**src/spout_pkg.sv**
```systemverilog
// Package: register map, field positions, reset values and timing counts
package spout_pkg;
  localparam logic [15:0] OFF_FREQ_CTRL = 16'hff40;
  localparam logic [15:0] OFF_BUZZ_CTRL = 16'hff44;
  localparam logic [15:0] OFF_TIMER_OUT_CTRL = 16'hff30;
  // Timer output register fields
  localparam int TIMER_OUT_EN_BIT = 2;
  localparam int CHANNEL_SEL_BIT = 3;
  // Frequency register fields
  localparam int FREQ_OUT_EN_BIT = 3;
  localparam int FSEL_LSB = 4;
  // Buzzer register fields
  localparam int TONE_ON_BIT = 0;
  localparam int WIDTH_BIT = 4;
  localparam int TRIG_BIT = 5;
  localparam int STOP_BIT = 6;
  localparam logic [2:0] FSEL_RESET = 3'h0;
  localparam logic [1:0] RESP_OKAY = 2'h0;
  localparam logic [1:0] RESP_SLVERR = 2'h2;
  // One-shot widths
  localparam int CLK_HZ = 25_000_000;
  localparam int LONG_US = 125_000;
  localparam int SHORT_US = 31_250;
  localparam int LONG_CYC = CLK_HZ / 1_000_000 * LONG_US;
  localparam int SHORT_CYC = CLK_HZ / 1_000_000 * SHORT_US;
endpackage : spout_pkg

```
**src/special_output_buzzer_control.sv**
```systemverilog
// Special outputs: timer clock routing, divided oscillator output, buzzer
//
// Summary of operation
// - Timer output clock comes from timer 1 when channel select is 1, else timer 0.
// - Timer clock output enable drives selected clock on pin; else idle level.
// - Three-bit select: low-speed or high-speed oscillator divided by 1, 2, 4, 8.
// - Frequency output enable puts divided clock on pin; otherwise drives high.
// - Writing 1 to trigger starts one burst; read returns busy status.
// - Writing 1 to forced stop ends any burst at once; write-only.
// - Burst lasts 125 ms when width select is 1, 31.25 ms when 0.
// - Buzzer burst switches itself off after the selected width elapses.
// - Buzzer enable outputs signal and inverse; when off, true low, inverse high.
`timescale 1ns/100ps
module special_output_buzzer_control
  import spout_pkg::*;
#(
  parameter int LONG_CYCLES = LONG_CYC,
  parameter int SHORT_CYCLES = SHORT_CYC
) (
  input wire logic aclk,
  input wire logic aresetn,
  input wire logic [15:0] s_axi_awaddr,
  input wire logic s_axi_awvalid,
  output logic s_axi_awready,
  input wire logic [31:0] s_axi_wdata,
  input wire logic [3:0] s_axi_wstrb,
  input wire logic s_axi_wvalid,
  output logic s_axi_wready,
  output logic [1:0] s_axi_bresp,
  output logic s_axi_bvalid,
  input wire logic s_axi_bready,
  input wire logic [15:0] s_axi_araddr,
  input wire logic s_axi_arvalid,
  output logic s_axi_arready,
  output logic [31:0] s_axi_rdata,
  output logic [1:0] s_axi_rresp,
  output logic s_axi_rvalid,
  input wire logic s_axi_rready,
  input wire logic timer0_clk,
  input wire logic timer1_clk,
  input wire logic low_speed_osc_freq,
  input wire logic high_speed_osc_freq,
  input wire logic buzzer_source,
  output logic timer_clock_output,
  output logic divided_osc_output,
  output logic buzzer_signal,
  output logic buzzer_signal_n
);
  ////////////////////////////////////////////////////////////////////////////
  typedef struct packed {
    logic awready;
    logic wready;
    logic [15:0] awaddr;
    logic [7:0] wdata;
    logic have_aw;
    logic have_w;
    logic bvalid;
    logic [1:0] bresp;
    logic arready;
    logic rvalid;
    logic [7:0] rdata;
    logic [1:0] rresp;
    logic [1:0] t0_s;
    logic [1:0] t1_s;
    logic [1:0] lo_s;
    logic [1:0] hi_s;
    logic [1:0] tone_s;
    logic hi_last;
    logic lo_last;
    logic [2:0] div_cnt;
    logic timer_out_channel_select;
    logic timer_clock_out_enable;
    logic freq_out_enable;
    logic [2:0] freq_select;
    logic buzzer_continuous_enable;
    logic buzzer_oneshot_width_select;
    logic busy;
    logic [22:0] shot_cnt;
    logic pin_timer;
    logic pin_divided;
    logic pin_tone;
    logic pin_tone_n;
  } state_t;

  state_t s;
  state_t next_s;
  logic wr_go;
  logic src_edge;
  logic div_bit;
  logic bz_active;

  ////////////////////////////////////////////////////////////////////////////
  always_comb begin
    next_s = s;
    // Register bus: address and data may arrive in either order
    if (s.awready && s_axi_awvalid) begin
      next_s.awaddr = s_axi_awaddr;
      next_s.have_aw = 1'b1;
      next_s.awready = 1'b0;
    end
    if (s.wready && s_axi_wvalid) begin
      next_s.wdata = s_axi_wstrb[0] ? s_axi_wdata[7:0] : 8'h00;
      next_s.have_w = 1'b1;
      next_s.wready = 1'b0;
    end
    wr_go = s.have_aw && s.have_w && !s.bvalid;
    if (s.bvalid && s_axi_bready) begin
      next_s.bvalid = 1'b0;
      next_s.awready = 1'b1;
      next_s.wready = 1'b1;
    end
    // Rising edges only, so each counter bit halves the rate once more
    src_edge = s.freq_select[2] ? (s.hi_s[1] && !s.hi_last) : (s.lo_s[1] && !s.lo_last);
    next_s.hi_last = s.hi_s[1];
    next_s.lo_last = s.lo_s[1];
    next_s.t0_s = {s.t0_s[0], timer0_clk};
    next_s.t1_s = {s.t1_s[0], timer1_clk};
    next_s.lo_s = {s.lo_s[0], low_speed_osc_freq};
    next_s.hi_s = {s.hi_s[0], high_speed_osc_freq};
    next_s.tone_s = {s.tone_s[0], buzzer_source};
    if (src_edge) begin
      next_s.div_cnt = s.div_cnt + 3'h1;
    end
    // One-shot countdown; ends by itself
    if (s.busy) begin
      if (s.shot_cnt <= 23'h00_0001) begin
        next_s.busy = 1'b0;
      end else begin
        next_s.shot_cnt = s.shot_cnt - 23'h00_0001;
      end
    end
    if (wr_go) begin
      next_s.have_aw = 1'b0;
      next_s.have_w = 1'b0;
      next_s.bvalid = 1'b1;
      next_s.bresp = RESP_OKAY;
      case (s.awaddr)
        OFF_TIMER_OUT_CTRL: begin
          next_s.timer_out_channel_select = s.wdata[CHANNEL_SEL_BIT];
          next_s.timer_clock_out_enable = s.wdata[TIMER_OUT_EN_BIT];
        end
        OFF_FREQ_CTRL: begin
          next_s.freq_out_enable = s.wdata[FREQ_OUT_EN_BIT];
          next_s.freq_select = s.wdata[FSEL_LSB+:3];
          next_s.div_cnt = 3'h0;
        end
        OFF_BUZZ_CTRL: begin
          next_s.buzzer_continuous_enable = s.wdata[TONE_ON_BIT];
          next_s.buzzer_oneshot_width_select = s.wdata[WIDTH_BIT];
          // Stop outranks a trigger in the same write
          if (s.wdata[STOP_BIT]) begin
            next_s.busy = 1'b0;
          end else if (s.wdata[TRIG_BIT]) begin
            next_s.busy = 1'b1;
            next_s.shot_cnt = s.wdata[WIDTH_BIT] ? 23'(LONG_CYCLES)
                                                  : 23'(SHORT_CYCLES);
          end
        end
        default: next_s.bresp = RESP_SLVERR;
      endcase
    end
    // Read channel
    if (s.arready && s_axi_arvalid) begin
      next_s.arready = 1'b0;
      next_s.rvalid = 1'b1;
      next_s.rresp = RESP_OKAY;
      case (s_axi_araddr)
        OFF_TIMER_OUT_CTRL: next_s.rdata = {4'h0, s.timer_out_channel_select,
                                       s.timer_clock_out_enable, 2'h0};
        OFF_FREQ_CTRL: next_s.rdata = {1'b0, s.freq_select, s.freq_out_enable, 3'h0};
        OFF_BUZZ_CTRL: next_s.rdata = {2'h0, s.busy, s.buzzer_oneshot_width_select,
                                       3'h0, s.buzzer_continuous_enable};
        default: begin
          next_s.rdata = 8'h00;
          next_s.rresp = RESP_SLVERR;
        end
      endcase
    end
    if (s.rvalid && s_axi_rready) begin
      next_s.rvalid = 1'b0;
      next_s.arready = 1'b1;
    end
    // Output pins
    next_s.pin_timer = s.timer_clock_out_enable &&
      (s.timer_out_channel_select ? s.t1_s[1] : s.t0_s[1]);
    case (s.freq_select[1:0])
      2'h0: div_bit = s.freq_select[2] ? s.hi_s[1] : s.lo_s[1];
      2'h1: div_bit = s.div_cnt[0];
      2'h2: div_bit = s.div_cnt[1];
      default: div_bit = s.div_cnt[2];
    endcase
    next_s.pin_divided = s.freq_out_enable ? div_bit : 1'b1;
    bz_active = s.buzzer_continuous_enable || s.busy;
    next_s.pin_tone = bz_active && s.tone_s[1];
    next_s.pin_tone_n = !(bz_active && s.tone_s[1]);
  end

  ////////////////////////////////////////////////////////////////////////////
  always_ff @(posedge aclk) begin
    if (!aresetn) begin
      s <= '0;
      s.awready <= 1'b1;
      s.wready <= 1'b1;
      s.arready <= 1'b1;
      s.freq_select <= FSEL_RESET;
      s.pin_divided <= 1'b1;
      s.pin_tone_n <= 1'b1;
    end else begin
      s <= next_s;
    end
  end

  assign s_axi_awready = s.awready;
  assign s_axi_wready = s.wready;
  assign s_axi_bvalid = s.bvalid;
  assign s_axi_bresp = s.bresp;
  assign s_axi_arready = s.arready;
  assign s_axi_rvalid = s.rvalid;
  assign s_axi_rresp = s.rresp;
  assign s_axi_rdata = {24'h00_0000, s.rdata};
  assign timer_clock_output = s.pin_timer;
  assign divided_osc_output = s.pin_divided;
  assign buzzer_signal = s.pin_tone;
  assign buzzer_signal_n = s.pin_tone_n;

  ////////////////////////////////////////////////////////////////////////////
  chk_timer_channel_sel: assert property (@(posedge aclk) disable iff (!aresetn)
    s.timer_clock_out_enable && $stable(s.timer_clock_out_enable) |->
    timer_clock_output == $past(s.timer_out_channel_select ? s.t1_s[1] : s.t0_s[1]))
    else $error("timer clock from wrong channel");
  chk_timer_idle_low: assert property (@(posedge aclk) disable iff (!aresetn)
    !$past(s.timer_clock_out_enable) |-> !timer_clock_output)
    else $error("timer clock pin not idle");
  chk_freq_idle_high: assert property (@(posedge aclk) disable iff (!aresetn)
    !$past(s.freq_out_enable) |-> divided_osc_output)
    else $error("frequency pin not high");
  chk_fsel_direct: assert property (@(posedge aclk) disable iff (!aresetn)
    $past(s.freq_out_enable) && $past(s.freq_select) == 3'h0 |->
    divided_osc_output == $past(s.lo_s[1]))
    else $error("undivided low-speed clock wrong");
  chk_trig_busy: assert property (@(posedge aclk) disable iff (!aresetn)
    wr_go && s.awaddr == OFF_BUZZ_CTRL && s.wdata[TRIG_BIT] && !s.wdata[STOP_BIT] |=>
    s.busy [*8])
    else $error("trigger did not start burst");
  chk_stop_now: assert property (@(posedge aclk) disable iff (!aresetn)
    wr_go && s.awaddr == OFF_BUZZ_CTRL && s.wdata[STOP_BIT] |=> !s.busy)
    else $error("forced stop ignored");
  chk_width_load: assert property (@(posedge aclk) disable iff (!aresetn)
    $rose(s.busy) |-> s.shot_cnt == (s.buzzer_oneshot_width_select ?
      23'(LONG_CYCLES) : 23'(SHORT_CYCLES)))
    else $error("burst length wrong");
  chk_auto_off: assert property (@(posedge aclk) disable iff (!aresetn)
    s.busy && s.shot_cnt == 23'h00_0001 && !wr_go |=> !s.busy)
    else $error("burst did not end");
  chk_tone_off_levels: assert property (@(posedge aclk) disable iff (!aresetn)
    !$past(s.buzzer_continuous_enable) && !$past(s.busy) |->
    !buzzer_signal && buzzer_signal_n)
    else $error("buzzer idle levels wrong");
endmodule : special_output_buzzer_control

```
**config.mk**
```make
export PLATFORM = sky130hd
export DESIGN_NAME = special_output_buzzer_control
export DESIGN_NICKNAME = d
export VERILOG_FILES = /design/src/spout_pkg.sv /design/src/special_output_buzzer_control.sv
export SDC_FILE = /design/constraint.sdc
export NUM_CORES = 1
export LEC_CHECK = 0
export BUFFER_PORTS_ARGS = -buffer_cell sky130_fd_sc_hd__buf_4
export CORE_UTILIZATION = 45
export CTS_CLUSTER_SIZE = 16
export DETAILED_ROUTE_END_ITERATION = 12
export HOLD_SLACK_MARGIN = 0.12
export PLACE_DENSITY = 0.83
export RECOVER_POWER = 100
export SLEW_MARGIN = 30
export SYNTH_ARGS = -nofsm -noshare
export SYNTH_HDL_FRONTEND = slang
export SYNTH_SLANG_ARGS = --single-unit
```
**constraint.sdc**
```tcl
create_clock -name aclk -period 2.8 [get_ports aclk]
set_clock_uncertainty 0.05 [all_clocks]
set_input_delay 0.56 -clock aclk [delete_from_list [all_inputs] [get_ports aclk]]
set_output_delay 0.56 -clock aclk [all_outputs]
set_load 0.005 [all_outputs]
```
==> key figures <==
Outcome
  – Outcome: finished with violations
  – Violated checks: capacitance limit, slew limit

CTS
  – CTS Hold Bufs: 0
  – Total CTS buffers: 9
  – CTS Root Cell: clkbuf_8
  – Clock Path Buffers: 2
  – CTS sink cnt: 88
  – Post-CTS setup buffers: 0
  – Number of H-tree levels: 3
  – Skew-Pair Late Insertion Delay: 0.36 ns
  – CTS tree: yes
  – Post-CTS Resized: 0
  – Clk slew on worst S/H paths: 0.09 ns

Synthesis
  – Post-synth top area share: 0.4423
  – Yosys warns: 0
  – Synth area leaders: dfxtp_1 (44%), buf_4 (7.0%), nand2_1 (5.1%)
  – Netlist cell types: 55
  – Sequential element share of the synthesized area: 0.4423
  – Synth area leader: dfxtp_1
  – Post-synthesis instance total: 456
  – Mapped Area: between 3000 and 4000 µm²
  – Number of synthesized register bits: 88
  – Average size of a mapped cell: between 8 and 9 µm²

Finish
  – Most frequent cells in the layout: dfxtp_1 (88), nand2_1 (54), buf_4 (52), a21oi_1 (38), nor2_1 (35)
  – Ant diodes: 0
  – Area of the multi-input gates: about 1900 µm²
  – Layout net count: around 590
  – Seq. cell area: approximately 1800 µm²
  – Top reg by flops: s
  – Commonest non-fill, non-tap cell in the layout: dfxtp_1
  – Layout cell share with drive strength beyond 1: 0.1942
  – Fillers: 755
  – Area Growth Syn to Fin: 14.48%
  – Max reg flops: 64

Critical path
  – Highest net fanout along the worst path: 13
  – Data arrival, critical path: approximately 2.8 ns
  – Setup crit end kind: register
  – Critical path type: reg -> reg
  – R2R cell count: 5
  – Crit path from: s[16]$_SDFF_PN0_
  – Crit Reg-Reg Startpoint: s[16]$_SDFF_PN0_
  – WP data required: between 2 and 3 ns
  – Worst setup SP type: register

Floorplan
  – Die area: 9230 µm²
  – Initial Util: 0.4751
  – Die width: 96.08 µm
  – I/O pin count: approximately 130
  – # rows: 33
  – Die Y: between 90 and 100 µm
  – Core Footprint: 8382 µm²

STA
  – Ratio of final minimum period to clock period: 0.9390
  – Min Tclk post-route: around 2.6 ns
  – RSZ-0062 raised after global routing: no
  – Final Max Tran Viols: 51
  – Rel. slew slack: -0.01746
  – Final setup viols: 0
  – Final hold viol count: 0
  – Achievable Freq: between 300 and 400 MHz
  – Slew at the pin closest to its max-slew limit: 1.525 ns
  – Total negative setup slack: 0 ns

Drt
  – Post-route ant nets: 0
  – WL final: 8171 µm
  – Initial DRT Pass Iterations: 4
  – DR vias: approximately 3.3k
  – Via density per instance: between 5 and 6
  – DRT iter0 DRCs: about 160
  – DRC errors left: 0
  – WL/cell: between 10 and 15 µm

Global routing
  – Antenna violations before repair: 0
  – GRT Overall Usage: 0.1811
  – First-pass GRT wire length: ~13000 µm
  – Vias in the first global route: about 3.0k
  – GR Overflow Total: 0
  – Largest net degree at the start of global routing: approximately 50

Place
  – GPL Wtd Cong: ~0.86
  – Post-DP HPWL: 5880 µm
  – IO buf count: 67

Power and ir drop
  – Comb pwr share: 0.076
  – Switch share: 0.2493
  – Sequential Power Share: 0.545
  – Max IR drop VDD: 0.0003184 V
  – Pleak: around 0.0018 µW
  – Total power: ~2400 µW
  – NetSw: ~600 µW
  – Power Density: around 530 nW/µm²
  – P_int: 1806 µW
  – Clk network pwr share: 0.379

Job
  – Max Cap Violations: 1

Worst hold path
  – Hold path depth: 2
  – HP Start: s_axi_awvalid
  – Worst Hold Class: in -> reg
[path summary, 6_finish.rpt]
path,to,slack [ns]
worst min-delay path,s_axi_awready$_SDFFE_PP1P_,0.34
worst max-delay path,s[20]$_SDFF_PN0_,0.17
worst max register to register,s[20]$_SDFF_PN0_,0.17
worst min register to register,divided_osc_output$_SDFF_PN1_,0.38
[synthesized netlist by cell type, drive strengths merged]
master   number
xnor2         1
conb          1
or4          10
o21ai         9
and3          3
a32oi         1
mux2i        11
o21a          1
a31oi         6
nand4         5
buf          40
nand3        13
nor2         35
and2         18
mux4          1
nand3b        1
a21oi        38
a2111oi       1
a31o          1
or3b          1
a211oi        2
a221o         1
a221oi        2
o211ai        6
nand2        54
nor3b         1
dfxtp        88
xor2         11
nor4          9
or3           6
nand4b        1
nor2b         4
clkbuf       15
ha            3
a311oi        1
or2           5
or4b          2
nand2b        5
o22ai         1
inv          14
o31ai         4
nor3         15
o2111ai       5
mux2          4
[kinds of logic (layout without fill, tap and decap cells)]
logic type / count (synthesis) / after routing / share of synthesized area
mux: 16 / 16 / 0.04555
compound gates: 79 / 79 / 0.1257
flops: 88 / 88 / 0.4424
simple gates: 188 / 188 / 0.2441
fa+ha+maj: 3 / 3 / 0.009426
buf+inv: 69 / 101 / 0.1056
xor+xnor: 12 / 12 / 0.02639
other cells: 1 / 28 / 0.0009416
[metal layers]
metal	track usage	vias up	share of wire	wire length, µm
met5	0	-	0	0
met4	0.06965	0	0.019	156
met3	0.04107	15	0.049	397
met2	0.2985	104	0.49	4034
met1	0.2295	1525	0.44	3582
li1	-	1633	-	-
[critical path, stage by stage (launching register included)]
cell and delay, ns:
dfxtp_1 0.34, or4_4 0.57, or4b_1 0.72, o21ai_2 0.49
or4_1 0.19, a31oi_1 0.07
[final cells by class]
| cell class | instances | share of cell area |
|---|---|---|
| Clock buffer | 10 | 0.02799 |
| Tap cell | 105 | 0.02881 |
| Inverter | 14 | 0.01153 |
| Clock inverter | 6 | 0.01647 |
| Timing Repair Buffer | 71 | 0.1153 |
| Multi-Input combinational cell | 326 | 0.4136 |
| Sequential cell | 88 | 0.3864 |
[power by group through the flow]
stage / registers [µW] / logic (µW) / clock network [µW]
finish: 1310 / 182 / 913
floorplan: 1330 / 129 / 0
detailed placement: 1340 / 185 / 0
global placement: 1340 / 179 / 0
global route: 1320 / 204 / 977
CTS: 1310 / 185 / 921
[through the flow]
stage                     cells    util  cell area [µm²]  setup WS [ns]  hold WS (ns)
after CTS                   620  0.5468             4583         0.1949        0.3419
after global routing        620  0.5440             4559       0.006984        0.3372
after detailed placement    604  0.5226             4380         0.2164        0.3626
final                       620  0.5440             4559         0.1709        0.3407
after floorplan             483       -             4084         0.4294        0.3304
after global placement      604  0.5226             4380         0.2472        0.3498
Note: power is estimated with default switching activity, not from simulation.
